--- src/include/timer_pkg.sv ---
// Package with register map, field layout and reset values of the timer.
package timer_pkg;

  // ==========================================================================
  // Register byte addresses (one aligned word each; compare and capture bases start four 16-bit entries at two-byte steps)
  localparam logic [11:0] ADDR_CONTROL   = 12'h000;
  localparam logic [11:0] ADDR_CNT_HIGH  = 12'h004;
  localparam logic [11:0] ADDR_CNT_LOW   = 12'h008;
  localparam logic [11:0] ADDR_CH0_SC    = 12'h010;
  localparam logic [11:0] ADDR_CH1_SC    = 12'h014;
  localparam logic [11:0] ADDR_CH2_SC    = 12'h02C;
  localparam logic [11:0] ADDR_CH3_SC    = 12'h01C;
  localparam logic [11:0] ADDR_CMP_BASE  = 12'h040;
  localparam logic [11:0] ADDR_CAP_BASE  = 12'h060;

  // ==========================================================================
  // Control register fields
  localparam int PS_LSB       = 0;
  localparam int CNT_RST_BIT  = 4;
  localparam int CNT_STOP_BIT = 5;
  localparam logic [2:0] PS_EXTERNAL = 3'h7;
  localparam logic [2:0] PS_RESET    = 3'h0;

  // ==========================================================================
  // Channel status/control byte fields
  localparam int FLAG_BIT  = 7;
  localparam int IE_BIT    = 6;
  localparam int MSB_BIT   = 5;
  localparam int MSA_BIT   = 4;
  localparam int ELSB_BIT  = 3;
  localparam int ELSA_BIT  = 2;
  localparam int TOV_BIT   = 1;
  localparam int MAX_BIT   = 0;
  localparam logic [7:0] SC_RESET = 8'h00;
  localparam logic [7:0] SC_WMASK = 8'h7F;

  localparam logic [31:0] RD_ZERO = 32'h0000_0000;

endpackage

--- src/rtl/timer_prescaler_capture_compare.sv ---
// Timer with prescaler, coherent counter read and four capture/compare pins.
// Function
// - Select field picks bus clock divided 1..64, or external clock pin.
// - Reset clears the select field so counter runs undivided.
// - Selected as clock source, the shared pin is input regardless of direction.
// - Otherwise the shared pin is an ordinary port pin.
// - Each channel pin is independently input capture or output compare.
// - Channels one and two also offer buffered compare and buffered PWM.
// - High byte read latches the low byte into a holding buffer.
// - Further high reads keep the latch; low byte read releases it.
// - Counter clears on reset and when software sets counter reset bit.
// - Capture channel sets its flag on an active pin edge.
// - Compare channel sets its flag when counter equals compare value.
// - Flag clears only after read-while-set followed by writing zero.
// - An event between status read and zero write voids the clear.
// - Writing one to a flag has no effect; reset clears all flags.
// - Per-channel enable gates that channel's interrupt; reset disables.
// - Status byte holds flag in bit 7, enable in bit 6, resets zero.
`timescale 1ns/100ps
module timer_prescaler_capture_compare
  import timer_pkg::*;
#(
  parameter int CHANNELS = 4
) (
  // Clock and reset
  input  wire logic        sys_clk_in,
  input  wire logic        nrst_in,
  // APB slave
  input  wire logic        psel_in,
  input  wire logic        penable_in,
  input  wire logic        pwrite_in,
  input  wire logic [11:0] paddr_in,
  input  wire logic [31:0] pwdata_in,
  output logic      [31:0] prdata_out,
  output logic             pready_out,
  output logic             pslverr_out,
  // Shared clock pin and its port function
  input  wire logic        clk_pin_in,
  input  wire logic        port_direction_bit_in,
  input  wire logic        port_data_bit_in,
  output logic             clk_pin_out,
  output logic             clk_pin_oe_out,
  // Channel pins
  input  wire logic [3:0]  ch_pin_in,
  output logic      [3:0]  ch_pin_out,
  output logic      [3:0]  ch_pin_oe_out,
  // Interrupt
  output logic             irq_out
);

  // The field layout and the interrupt merge are built for four channels.
  if (CHANNELS != 4) begin : g_bad_channels
    $error("CHANNELS must be 4");
  end

  typedef struct packed {
    logic [2:0]       clock_source_select;
    logic             stop;
    logic [15:0]      count;
    logic [5:0]       div;
    logic             ext_prev;
    logic             ext_sync;
    logic [7:0]       low_hold;
    logic             latched;
    logic [3:0][7:0]  sc;
    logic [3:0][15:0] cmp;
    logic [3:0][15:0] cmp_buf;
    logic [3:0][15:0] cap;
    logic [3:0]       pin_prev;
    logic [3:0]       pin_lvl;
    logic [3:0]       armed;
    logic [31:0]      rdata;
    logic             ready;
    logic             irq;
    logic             pin_o;
    logic             pin_oe;
    logic [3:0]       ch_o;
    logic [3:0]       ch_oe;
  } state_type;

  state_type s_q;
  state_type s_d;

  logic        tick;
  logic        wr_acc;
  logic        rd_acc;
  logic [1:0]  ch_idx;
  logic        ch_hit;
  logic        cmp_hit;
  logic        cap_hit;
  logic [15:0] next_count;
  logic        wrapped;
  logic [3:0]  ev_hit;

  // ==========================================================================
  // Prescaler and counter
  always_comb begin
    wr_acc = psel_in && penable_in && !s_q.ready && pwrite_in;
    rd_acc = psel_in && penable_in && !s_q.ready && !pwrite_in;
    ch_idx = paddr_in[3:2];
    ch_hit = (paddr_in == ADDR_CH0_SC) || (paddr_in == ADDR_CH1_SC) ||
             (paddr_in == ADDR_CH2_SC) || (paddr_in == ADDR_CH3_SC);
    if (paddr_in == ADDR_CH2_SC) begin
      ch_idx = 2'h2;
    end
    cmp_hit = (paddr_in[11:5] == ADDR_CMP_BASE[11:5]) && (paddr_in[4:3] == 2'h0);
    cap_hit = (paddr_in[11:5] == ADDR_CAP_BASE[11:5]) && (paddr_in[4:3] == 2'h0);
    // Divider taps: code n ticks every 2**n bus cycles.
    case (s_q.clock_source_select)
      3'h0:    tick = 1'b1;
      3'h1:    tick = (s_q.div[0] == 1'b1);
      3'h2:    tick = (s_q.div[1:0] == 2'h3);
      3'h3:    tick = (s_q.div[2:0] == 3'h7);
      3'h4:    tick = (s_q.div[3:0] == 4'hF);
      3'h5:    tick = (s_q.div[4:0] == 5'h1F);
      3'h6:    tick = (s_q.div == 6'h3F);
      default: tick = s_q.ext_sync && !s_q.ext_prev;
    endcase
    if (s_q.stop) begin
      tick = 1'b0;
    end
    next_count = s_q.count + 16'h0001;
    wrapped    = tick && (s_q.count == 16'hFFFF);
  end

  always_comb begin
    s_d       = s_q;
    ev_hit    = 4'h0;
    s_d.ready = 1'b0;
    s_d.rdata = RD_ZERO;
    s_d.div   = s_q.div + 6'h01;
    // The external clock pin is only sampled, so it must be slower than half
    // the bus clock or edges are missed.
    s_d.ext_sync = clk_pin_in;
    s_d.ext_prev = s_q.ext_sync;
    if (tick) begin
      s_d.count = next_count;
    end
    // Pin drive: input when it clocks the counter, else plain port.
    s_d.pin_oe = (s_q.clock_source_select != PS_EXTERNAL) &&
                 port_direction_bit_in;
    s_d.pin_o  = port_data_bit_in;

    // Channel events; set takes priority over any clear below.
    for (int i = 0; i < 4; i++) begin
      s_d.pin_lvl[i]  = ch_pin_in[i];
      s_d.pin_prev[i] = s_q.pin_lvl[i];
    end

    // Register access.
    if (psel_in && penable_in && !s_q.ready) begin
      s_d.ready = 1'b1;
    end
    if (rd_acc) begin
      if (paddr_in == ADDR_CONTROL) begin
        s_d.rdata = {26'h0, s_q.stop, 1'b0, 1'b0, s_q.clock_source_select};
      end else if (paddr_in == ADDR_CNT_HIGH) begin
        s_d.rdata = {24'h0, s_q.count[15:8]};
        if (!s_q.latched) begin
          s_d.low_hold = s_q.count[7:0];
          s_d.latched  = 1'b1;
        end
      end else if (paddr_in == ADDR_CNT_LOW) begin
        // A skipped low read leaves the stale byte held.
        s_d.rdata   = {24'h0, s_q.latched ? s_q.low_hold : s_q.count[7:0]};
        s_d.latched = 1'b0;
      end else if (ch_hit) begin
        s_d.rdata = {24'h0, s_q.sc[ch_idx]};
        s_d.armed[ch_idx] = s_q.sc[ch_idx][FLAG_BIT];
      end else if (cmp_hit) begin
        s_d.rdata = {16'h0, s_q.cmp[paddr_in[2:1] & 2'h3]};
      end else if (cap_hit) begin
        s_d.rdata = {16'h0, s_q.cap[paddr_in[2:1] & 2'h3]};
      end
    end
    if (wr_acc) begin
      if (paddr_in == ADDR_CONTROL) begin
        s_d.clock_source_select = pwdata_in[PS_LSB+:3];
        s_d.stop = pwdata_in[CNT_STOP_BIT];
        if (pwdata_in[CNT_RST_BIT]) begin
          s_d.count = 16'h0000;
          s_d.div   = 6'h00;
        end
      end else if (ch_hit) begin
        s_d.sc[ch_idx] = (s_q.sc[ch_idx] & ~SC_WMASK) |
                         (pwdata_in[7:0] & SC_WMASK);
        // Only a zero after an armed read clears; a one is ignored.
        if (!pwdata_in[FLAG_BIT] && s_q.armed[ch_idx]) begin
          s_d.sc[ch_idx][FLAG_BIT] = 1'b0;
        end
        s_d.armed[ch_idx] = 1'b0;
      end else if (cmp_hit) begin
        s_d.cmp_buf[paddr_in[2:1] & 2'h3] = pwdata_in[15:0];
        if (!s_q.sc[paddr_in[2:1] & 2'h3][MSB_BIT]) begin
          s_d.cmp[paddr_in[2:1] & 2'h3] = pwdata_in[15:0];
        end
      end
    end

    for (int i = 0; i < 4; i++) begin
      logic mode_cmp;
      logic edge_hit;
      logic cmp_eq;
      mode_cmp = s_q.sc[i][MSA_BIT] || s_q.sc[i][MSB_BIT];
      edge_hit = (s_q.sc[i][ELSA_BIT] && !s_q.pin_prev[i] && s_q.pin_lvl[i])
              || (s_q.sc[i][ELSB_BIT] && s_q.pin_prev[i] && !s_q.pin_lvl[i]);
      cmp_eq   = tick && (next_count == s_q.cmp[i]);
      ev_hit[i] = (!mode_cmp && edge_hit) || (mode_cmp && cmp_eq);
      if (!mode_cmp && edge_hit) begin
        s_d.cap[i] = s_q.count;
        s_d.sc[i][FLAG_BIT] = 1'b1;
        s_d.armed[i] = 1'b0;
      end
      if (mode_cmp && cmp_eq) begin
        s_d.sc[i][FLAG_BIT] = 1'b1;
        s_d.armed[i] = 1'b0;
      end
      // Buffered modes load the new compare value at overflow, so PWM
      // edges never tear mid-period; only channels one and two.
      if ((i == 1 || i == 2) && s_q.sc[i][MSB_BIT] && wrapped) begin
        s_d.cmp[i] = s_q.cmp_buf[i];
      end
    end
    // Compare outputs: a match acts per the edge/level code, and overflow
    // may toggle the pin.  The full-duty bit suppresses the match action so
    // a PWM output can stay at one level for a whole period.
    for (int i = 0; i < 4; i++) begin
      s_d.ch_oe[i] = s_q.sc[i][MSA_BIT] || s_q.sc[i][MSB_BIT];
      if ((s_q.sc[i][MSA_BIT] || s_q.sc[i][MSB_BIT]) && tick) begin
        if (next_count == s_q.cmp[i] && !s_q.sc[i][MAX_BIT]) begin
          case ({s_q.sc[i][ELSB_BIT], s_q.sc[i][ELSA_BIT]})
            2'h1:    s_d.ch_o[i] = ~s_q.ch_o[i];
            2'h2:    s_d.ch_o[i] = 1'b0;
            2'h3:    s_d.ch_o[i] = 1'b1;
            default: s_d.ch_o[i] = s_q.ch_o[i];
          endcase
        end else if (wrapped && s_q.sc[i][TOV_BIT]) begin
          s_d.ch_o[i] = ~s_q.ch_o[i];
        end
      end
    end

    s_d.irq = 1'b0;
    for (int i = 0; i < 4; i++) begin
      if (s_d.sc[i][FLAG_BIT] && s_d.sc[i][IE_BIT]) begin
        s_d.irq = 1'b1;
      end
    end
  end

  // ==========================================================================
  // State register
  always_ff @(posedge sys_clk_in or negedge nrst_in) begin
    if (!nrst_in) begin
      s_q <= '0;
    end else begin
      s_q <= s_d;
    end
  end

  assign ch_pin_out     = s_q.ch_o;
  assign ch_pin_oe_out  = s_q.ch_oe;
  assign prdata_out     = s_q.rdata;
  assign pready_out     = s_q.ready;
  assign pslverr_out    = 1'b0;
  assign irq_out        = s_q.irq;
  assign clk_pin_out    = s_q.pin_o;
  assign clk_pin_oe_out = s_q.pin_oe;
endmodule
--- config.mk ---
export PLATFORM = sky130hd
export DESIGN_NAME = timer_prescaler_capture_compare
export DESIGN_NICKNAME = d
export VERILOG_FILES = /design/src/include/timer_pkg.sv /design/src/rtl/timer_prescaler_capture_compare.sv
export SDC_FILE = /design/constraint.sdc
export NUM_CORES = 1
export LEC_CHECK = 0
export ABC_AREA = 1
export BUFFER_PORTS_ARGS = -buffer_cell sky130_fd_sc_hd__buf_2
export CORE_MARGIN = 2
export CORE_UTILIZATION = 65
export DETAILED_ROUTE_END_ITERATION = 6
export HOLD_SLACK_MARGIN = 0.03
export PLACE_DENSITY = 0.95
export SYNTH_ARGS = -nofsm -noshare
export SYNTH_HDL_FRONTEND = slang
export SYNTH_SLANG_ARGS = --single-unit
export TNS_END_PERCENT = 30
--- constraint.sdc ---
create_clock -name sys_clk_in -period 3.8 [get_ports sys_clk_in]
set_input_delay 0.57 -clock sys_clk_in [delete_from_list [all_inputs] [get_ports sys_clk_in]]
set_output_delay 0.57 -clock sys_clk_in [all_outputs]
set_load 0.01 [all_outputs]
* Word-level counts from Yosys, hierarchy flattened *
Index checks and enable logic that the tools add are counted.

word-level totals
  logic and storage cells = 308
  bits in registers = 317
  output and inout port bits = 45
  input bits = 56

operators by class
  bitwise logic cells = 13
  $add $sub $neg = 2
  eq/ne operators = 47
  magnitude comparators = 4
  mux-type cells = 88
  reductions and logical operators = 113

operators with widths
  operator             number
  $mux 160             2
  $mux 128             2
  $mux 32              7
  $bwmux 64            2
  $mux 16              7
  $mux 22              3
  $bmux 16 s2          2
  $eq 16x16->1         4
  $mux 64              1
  $logic_and 1x1->1    58
  $eq 12x5->1 const B  3
  $mux 36              1
  $mux 1               34
  $and 32x32->32       1
  $bmux 8 s2           2
  $bwmux 32            1
  $demux 16 s2         1
  $demux 8 s2          2
  $mux 8               4
  $not 32->32          1
  $mux 4               7
  $logic_not 1->1      20
  $eq 2x2->1 const B   9
  $reduce_and 3->1     6
  38 further kinds     87

* Depth between registers and ports, before layout *
Gate-level depths: netlist (run 1).

  word-level depth = 19
  depth in mapped cells = 18
  gate-level depth less buffers = 18

* Worst setup path before layout (run 1) *
No wires, ideal clock.

  path type = register -> register
  start = reg s_q[291] (netlist name)
  end = reg s_q[307] (netlist name)
  clock period less this slack = 2.249 ns
  cell stages (with the launch flop) = 14
  slack = 1.551 ns
  path buffers = 2
  library setup time = 0.137 ns
  data arrival time = 2.112 ns
  required time = 3.663 ns
  path through = dfrtp_1 > ha_1 > and3_1 > ha_1 > inv_1 > o211ai_1 > o21ai_0 > a21oi_1 > nand2_1 > clkbuf_1 > inv_1 > clkbuf_1 > o21ai_0 > a21oi_1

RTL lines
  what                    line                                    RTL
  start, declared         timer_prescaler_capture_compare.sv:81   state_type s_q;
  start signal, assigned  timer_prescaler_capture_compare.sv:255  s_q <= '0;
  start signal, assigned  timer_prescaler_capture_compare.sv:257  s_q <= s_d;

==> metrics.txt, run 1 <==
# TYPE chip_impl_metric gauge
chip_impl_metric{name="antennaDiodeCount",unit=""} 0
chip_impl_metric{name="finalSetupViolations",unit=""} 0
chip_impl_metric{name="synth_area_per_cell",unit="um^2"} 7.631
chip_impl_info{name="cts_tree",value="built"} 1
chip_impl_info{name="route.top_layer_used",value="met4"} 1
chip_impl_metric{name="post_synth_inst_count",unit=""} 1893
chip_impl_metric{name="die_height",unit="um"} 153.1
chip_impl_metric{name="p_per_cell_area",unit="nW/um^2"} 521.5
chip_impl_metric{name="clockBufferDepth",unit=""} 3
chip_impl_metric{name="die_w",unit="um"} 153.1
chip_impl_metric{name="num_rows",unit=""} 54
chip_impl_metric{name="drive_above_1_share",unit="%"} 10.03
chip_impl_metric{name="final_antenna_net_count",unit=""} 0
chip_impl_metric{name="multi_input_area",unit="um^2"} 6456
chip_impl_info{name="synth_top_flop_cell",value="dfrtp_1"} 1
chip_impl_metric{name="grt-ovfl-total",unit=""} 0
chip_impl_metric{name="placement.io_buffers",unit=""} 67
chip_impl_metric{name="final-seq-area",unit="um^2"} 6731
chip_impl_metric{name="initial_core_util",unit="%"} 66.19
chip_impl_metric{name="ios",unit=""} 101
chip_impl_metric{name="clk_latency",unit="ps"} 560
chip_impl_metric{name="synthesis.yosys.warnings",unit=""} 0
chip_impl_info{name="worstReg2RegEnd",value="irq_out$_DFF_PN0_"} 1
chip_impl_metric{name="timing.final.max_slew_violations",unit=""} 0
chip_impl_metric{name="cts.sink_count",unit=""} 269
chip_impl_metric{name="ctsHtreeMaxLevel",unit=""} 1
chip_impl_info{name="cp-end-kind",value="flip-flop"} 1
chip_impl_metric{name="gp_congestion",unit=""} 0.9697
chip_impl_metric{name="detail_route.wirelength.met1",unit="um"} 17110
chip_impl_metric{name="worst_hold_slack",unit="ps"} 23.33
chip_impl_info{name="synth.top_cells.by_count",value="nand2_1, dfrtp_1, o21ai_0"} 1
chip_impl_metric{name="grt_max_degree",unit=""} 93
chip_impl_metric{name="yosys.cell_types.count",unit=""} 57
chip_impl_metric{name="antenna_found_initial",unit=""} 0
chip_impl_metric{name="detailed_routing_iterations_pass_1",unit=""} 6
chip_impl_info{name="setup.worst_path.class",value="reg2reg"} 1
chip_impl_metric{name="fmaxAchievable",unit="GHz"} 0.3143
chip_impl_metric{name="core",unit="um^2"} 21820
chip_impl_metric{name="final_min_period_over_clock_period",unit="%"} 83.73
chip_impl_metric{name="first_pass_grt_wire_length",unit="um"} 71100
chip_impl_metric{name="n_fill_cell",unit=""} 1671
chip_impl_metric{name="cellLeakagePower",unit="nW"} 7.730
chip_impl_metric{name="synth_area",unit="um^2"} 14450
chip_impl_metric{name="post-route-drc-count",unit=""} 0
chip_impl_metric{name="post_cts_buffers",unit=""} 0
chip_impl_metric{name="ys_seq_area_share",unit="%"} 46.60
chip_impl_metric{name="ys_seq_elements",unit=""} 269
chip_impl_info{name="yosys.area.top_type",value="dfrtp_1"} 1
chip_impl_info{name="hold_path_class",value="in2async"} 1
chip_impl_metric{name="final_hold_viol_count",unit=""} 0
chip_impl_metric{name="fp.dieArea",unit="um^2"} 23430
chip_impl_metric{name="post_cts.resized_instances",unit=""} 0
chip_impl_info{name="rr_startpoint",value="s_q[298]$_DFF_PN0_"} 1
chip_impl_metric{name="drt-wirelength-per-cell",unit="um"} 20.19
chip_impl_metric{name="cts_inserted_buffers",unit=""} 28
chip_impl_metric{name="reg2regPathDepth",unit=""} 15
chip_impl_metric{name="area.growth.synth_to_final",unit="%"} 9.693
chip_impl_info{name="clock_tree.root_cell",value="clkbuf_16"} 1
chip_impl_metric{name="timing.setup.tns",unit="ps"} 0
chip_impl_metric{name="wl_met3",unit="um"} 5343
chip_impl_metric{name="post_cts_hold_buffer_count",unit=""} 0
chip_impl_metric{name="slew_at_the_pin_closest_to_its_max_slew_limit",unit="ps"} 794.4
chip_impl_metric{name="post_drt_via_cell_ratio",unit=""} 6.261
chip_impl_metric{name="ff2ff_setup_slack",unit="ps"} 620
chip_impl_metric{name="relSlewSlack",unit="%"} 47.04
chip_impl_metric{name="max_rail_drop_vdd",unit="mV"} 0.4807
chip_impl_metric{name="utilization",unit="%"} 72.61
chip_impl_metric{name="final.setup_skew",unit="ps"} 8.748
chip_impl_metric{name="critical_path.max_fanout",unit=""} 7
chip_impl_info{name="result_of_the_run",value="completed"} 1
chip_impl_metric{name="number_of_global_route_vias_before_repair",unit=""} 13320
chip_impl_metric{name="globalRouteTotalUtil",unit="%"} 38.28
chip_impl_metric{name="routed-wl-met2",unit="um"} 19850
chip_impl_metric{name="drt_iter0_markers",unit=""} 1827
chip_impl_metric{name="async_reset_ff_share",unit="%"} 100.0
chip_impl_metric{name="place_hpwl",unit="um"} 31720
chip_impl_metric{name="critical_path_arrival",unit="ps"} 3670
chip_impl_info{name="grt_setup_unrepaired",value="false"} 1
chip_impl_info{name="synthMostInstantiatedCell",value="nand2_1"} 1
chip_impl_metric{name="period_minus_slack",unit="ps"} 3182
chip_impl_metric{name="nets",unit=""} 1985
chip_impl_metric{name="yosysTopAreaCellShare",unit="%"} 46.60
chip_impl_metric{name="synth_enable_flop_cells",unit=""} 0
chip_impl_metric{name="drv.max_cap_violation_count",unit=""} 0
chip_impl_metric{name="vias",unit=""} 13930
chip_impl_metric{name="cp_data_required_time",unit="ps"} 4290
chip_impl_info{name="worstSetupStartpointType",value="flip-flop"} 1
chip_impl_metric{name="route.final.wire_length",unit="um"} 44920
chip_impl_info{name="synthTopCellsByArea",value="dfrtp_1, nand2_1, o21ai_0"} 1
chip_impl_metric{name="clk_pin_slew",unit="ps"} 60
metal layers:
| layer | track usage, % | vias to the layer above |
|---|---|---|
| met2 | 58.86 | 978 |
| met3 | 6.805 | 180 |
| met5 | 0 | - |
| met1 | 52.38 | 6528 |
| li1 | - | 6244 |
| met4 | 20.15 | 0 |
worst max-delay path by stage:
stage / start / end / slack [ps]
after global routing: s_q[298]$_DFF_PN0_ / s_q[205]$_DFFE_PN0P_ / 430
after global placement: paddr_in[3] / s_q[200]$_DFFE_PN0P_ / 780
final: s_q[298]$_DFF_PN0_ / irq_out$_DFF_PN0_ / 620
after detailed placement: paddr_in[3] / s_q[201]$_DFFE_PN0P_ / 670
after floorplan: s_q[291]$_DFF_PN0_ / s_q[307]$_DFF_PN0_ / 1550
after CTS: s_q[291]$_DFF_PN0_ / s_q[201]$_DFFE_PN0P_ / 700
area by class of cell:
| class | count | area share (%) |
|---|---|---|
| clock buffer | 38 | 5.172 |
| tap | 280 | 2.211 |
| clock inverter | 13 | 1.421 |
| inverter | 195 | 4.619 |
| multi-input combinational | 1340 | 40.75 |
| sequential | 269 | 42.48 |
| timing repair buffer | 90 | 3.348 |
where the power goes:
part / total (mW) / internal (mW) / leakage [nW] / switching, mW
Sequential: 3.41 / 3.14 / 3.47 / 0.272
Combinational: 1.76 / 0.511 / 3.74 / 1.25
Clock: 3.10 / 1.91 / 0.513 / 1.18
cells in the final DEF (no fill, tap or decap), types with 4 or more instances in the layout:
cell type,n
nand2_1,581
nor3_1,9
nor2_1,137
xnor2_1,4
o221ai_1,28
o21ai_0,203
a221oi_1,12
dfrtp_1,269
o2111ai_1,6
buf_4,22
nand3_1,115
nor2_2,13
ha_1,5
a22oi_1,17
mux2i_1,4
inv_1,185
a31oi_1,6
a21oi_1,47
clkbuf_16,29
nand4_1,25
o22a_1,5
inv_2,9
nand2_2,15
a22o_1,6
bufinv_16,6
clkbuf_8,6
clkinv_2,4
conb_1,17
o22ai_1,11
nand3_2,4
buf_2,66
nand3b_1,10
o21ai_1,5
o211ai_1,14
registers in the layout (all words and copies together), names as in the netlist:
signal          count
irq_out             1
prdata_out         16
s_d                 5
pready_out          1
ch_pin_out          4
clk_pin_out         1
clk_pin_oe_out      1
s_q               236
ch_pin_oe_out       4
critical path, stage by stage, from the launching register on:
cell	delay [ps]
dfrtp_1	480
ha_1	330
nand3_1	160
nor2_2	240
nand3_1	130
nand2_1	120
nand2_1	190
nand2_1	160
inv_1	50
nor2_1	120
nand2_1	100
nor2_1	360
nand3_1	310
nand3_1	220
nand2_1	70
nand4_1	70
kinds of logic (layout without fill, tap and decap cells):
group | Yosys count | count (layout) | synth area share (%)
other | 1 | 17 | 0.02596
buffers and inverters | 300 | 336 | 9.155
adders and majority gates | 5 | 5 | 0.4331
DFF | 269 | 269 | 46.60
and+or+nand+nor | 924 | 924 | 26.94
AOI/OAI and AO/OA | 381 | 381 | 15.95
muxes | 5 | 5 | 0.3551
xor gates and xnor gates | 8 | 8 | 0.5371
metrics by stage:
step | cell area [um^2] | std cells | total power [mW] | setup WS [ps]
final | 15850 | 2225 | 8.264 | 618.4
after global routing | 15850 | 2225 | 8.599 | 430.9
after CTS | 15850 | 2225 | 8.191 | 705.0
after detailed placement | 14800 | 2174 | 5.118 | 672.3
after global placement | 14800 | 2174 | 5.038 | 776.7
after floorplan | 14510 | 1909 | 4.541 | 1551
(Power assumes the default switching activity.)
==> inputs of run 2 (changes only) <==
Settings changed: CORE_UTILIZATION 65 to 55, PLACE_DENSITY 0.95 to 0.87.
Clock period 3.8 ns to 2.82 ns, I/O delays scaled along.
==> metrics.txt, run 2 (synthesized netlist as in run 1, its figures left out) <==
# TYPE chip_impl_metric gauge
chip_impl_metric{name="cts.sink_count",unit=""} 269
chip_impl_metric{name="clk_latency",unit="ps"} 570
chip_impl_metric{name="critical_path.max_fanout",unit=""} 6
chip_impl_metric{name="initial_core_util",unit="%"} 55.75
chip_impl_metric{name="cts_inserted_buffers",unit=""} 30
chip_impl_info{name="cp-end-kind",value="flip-flop"} 1
chip_impl_metric{name="post-route-drc-count",unit=""} 0
chip_impl_metric{name="timing.final.max_slew_violations",unit=""} 0
chip_impl_metric{name="slew_at_the_pin_closest_to_its_max_slew_limit",unit="ps"} 828.8
chip_impl_info{name="critical-path-top-delay-family",value="simple AND/OR/NAND/NOR gates"} 1
chip_impl_metric{name="clockBufferDepth",unit=""} 3
chip_impl_metric{name="drt_iter0_markers",unit=""} 1916
chip_impl_metric{name="placement.io_buffers",unit=""} 67
chip_impl_metric{name="finalSetupViolations",unit=""} 0
chip_impl_metric{name="drt-wirelength-per-cell",unit="um"} 19.60
chip_impl_metric{name="clk_pin_slew",unit="ps"} 60
chip_impl_info{name="timing.critical_path.slowest_stage_cell",value="dfrtp_1"} 1
chip_impl_metric{name="max_rail_drop_vdd",unit="mV"} 0.6237
chip_impl_metric{name="core",unit="um^2"} 25910
chip_impl_metric{name="final_hold_viol_count",unit=""} 0
chip_impl_info{name="path_cells",value="ha_1, nand2_1, nor2_4, nand3_2, o21ai_4, nand2_2, nand2_1, nand2_1, nor2_1, nand2_1, nor2_1, nand3_1, nand2_1, nand2_1, nand2_1, nand2_1"} 1
chip_impl_info{name="result_of_the_run",value="completed"} 1
chip_impl_metric{name="ios",unit=""} 101
chip_impl_metric{name="area.growth.synth_to_final",unit="%"} 13.32
chip_impl_metric{name="vias",unit=""} 13870
chip_impl_metric{name="antenna_found_initial",unit=""} 0
chip_impl_info{name="leading_cell_types_in_the_layout_fill_and_taps_excluded",value="nand2_1, dfrtp_1, o21ai_0"} 1
chip_impl_metric{name="period_minus_slack",unit="ps"} 2733
chip_impl_metric{name="grt_max_degree",unit=""} 87
chip_impl_metric{name="critical_path_arrival",unit="ps"} 3190
chip_impl_metric{name="routed-wl-met2",unit="um"} 19860
chip_impl_metric{name="final_antenna_net_count",unit=""} 0
chip_impl_metric{name="number_of_global_route_vias_before_repair",unit=""} 13000
chip_impl_metric{name="ctsHtreeMaxLevel",unit=""} 1
chip_impl_metric{name="antennaDiodeCount",unit=""} 0
chip_impl_metric{name="largest_register_ffs",unit=""} 236
chip_impl_metric{name="detail_route.wirelength.met1",unit="um"} 18680
chip_impl_metric{name="wl_met3",unit="um"} 5040
chip_impl_info{name="final_common_cell",value="nand2_1"} 1
chip_impl_metric{name="drive_above_1_share",unit="%"} 12.02
chip_impl_metric{name="utilization",unit="%"} 63.18
chip_impl_info{name="hold_path_class",value="in2reg"} 1
chip_impl_metric{name="detailed_routing_iterations_pass_1",unit=""} 6
chip_impl_metric{name="gp_congestion",unit=""} 1.026
chip_impl_metric{name="fp.dieArea",unit="um^2"} 27580
chip_impl_info{name="clock_tree.root_cell",value="clkbuf_16"} 1
chip_impl_info{name="worstSetupStartpointType",value="flip-flop"} 1
chip_impl_metric{name="cellLeakagePower",unit="nW"} 7.986
chip_impl_metric{name="place_hpwl",unit="um"} 33540
chip_impl_info{name="critical-path-top-cell-by-count",value="nand2_1"} 1
chip_impl_metric{name="globalRouteTotalUtil",unit="%"} 32.86
chip_impl_metric{name="final_min_period_over_clock_period",unit="%"} 96.92
chip_impl_metric{name="timing.setup.tns",unit="ps"} 0
chip_impl_info{name="route.top_layer_used",value="met4"} 1
chip_impl_metric{name="cp_data_required_time",unit="ps"} 3270
chip_impl_metric{name="fmaxAchievable",unit="GHz"} 0.3659
chip_impl_info{name="setup.worst_path.class",value="reg2reg"} 1
chip_impl_metric{name="first_pass_grt_wire_length",unit="um"} 71530
chip_impl_metric{name="grt-ovfl-total",unit=""} 0
chip_impl_info{name="cts_tree",value="built"} 1
chip_impl_info{name="largest_register",value="s_q"} 1
chip_impl_metric{name="die_w",unit="um"} 166.1
chip_impl_metric{name="die_height",unit="um"} 166.1
chip_impl_metric{name="final.setup_skew",unit="ps"} 15.34
chip_impl_metric{name="path_buf_inv",unit=""} 0
chip_impl_metric{name="relSlewSlack",unit="%"} 44.69
chip_impl_metric{name="num_rows",unit=""} 59
chip_impl_metric{name="critical_path.max_stage_delay",unit="ps"} 450
chip_impl_info{name="grt_setup_unrepaired",value="false"} 1
chip_impl_metric{name="p_per_cell_area",unit="nW/um^2"} 692.8
chip_impl_metric{name="post_drt_via_cell_ratio",unit=""} 5.946
chip_impl_metric{name="nets",unit=""} 2034
chip_impl_metric{name="route.final.wire_length",unit="um"} 45720
chip_impl_metric{name="drv.max_cap_violation_count",unit=""} 0
## run 2: path summary, 6_finish.rpt
path,to,cells after the start,start,slack (ps)
max in group asynchronous,s_q[91]$_DFFE_PN0P_,3,nrst_in,1530
min in group asynchronous,pready_out$_DFF_PN0_,2,nrst_in,470
worst max-delay path,ch_pin_out[3]$_DFFE_PN0P_,16,s_q[297]$_DFF_PN0_,90
worst min register to register,s_q[290]$_DFF_PN0_,0,s_d[290]$_DFF_PN0_,400
worst min-delay path,clk_pin_oe_out$_DFF_PN0_,3,port_direction_bit_in,50
worst max register to register,ch_pin_out[3]$_DFFE_PN0P_,16,s_q[297]$_DFF_PN0_,90
## run 2: what timing repair did
| action | CTS | global route |
|---|---|---|
| resized for setup | 0 | 4 |
| hold buffers | 7 | 0 |
| setup buffers | 0 | 0 |
| setup endpoints to repair | 0 | 12 |
| endpoints found under the hold margin | 87 | 0 |
## run 2: area by class of cell
| type | instances | area (um^2) |
|---|---|---|
| fill | 2218 | 9542 |
| sequential | 269 | 6731 |
| multi-input combinational | 1340 | 6469 |
| timing repair buffer | 137 | 938.4 |
| clock buffer | 43 | 880.8 |
| inverter | 195 | 732.0 |
| tap | 335 | 419.2 |
| clock inverter | 13 | 198.9 |
## run 2: power breakdown
part | switching (mW) | total, mW | internal, mW
Clock | 1.62 | 4.24 | 2.62
Combinational | 1.75 | 2.53 | 0.782
Sequential | 0.346 | 4.58 | 4.23
## run 2: stage by stage
step / setup slack [ps] / cells / power [mW] / hold WS [ps] / instance area (um^2)
floorplan: 571.3 / 1909 / 6.120 / 127.4 / 14510
global placement: 279.2 / 2269 / 6.924 / 374.6 / 15210
detailed placement: 185.8 / 2269 / 7.028 / 378.1 / 15210
CTS: 160.9 / 2332 / 11.26 / 37.16 / 16360
global route: 7.264 / 2332 / 11.81 / 69.68 / 16370
finish: 86.80 / 2332 / 11.34 / 54.48 / 16370
## run 2: metal layers
metal / track usage [%] / vias up
met5: 0 / -
met4: 13.12 / 0
met3: 6.911 / 144
met2: 49.95 / 861
met1: 46.35 / 6494
li1: - / 6367
## run 2: worst reg2reg max path: stages (launching register included)
cell	delay [ps]
dfrtp_1	450
ha_1	250
nand2_1	110
nor2_4	180
nand3_2	160
o21ai_4	200
nand2_2	170
nand2_1	140
nand2_1	80
nor2_1	110
nand2_1	80
nor2_1	320
nand3_1	130
nand2_1	80
nand2_1	40
nand2_1	60
nand2_1	50
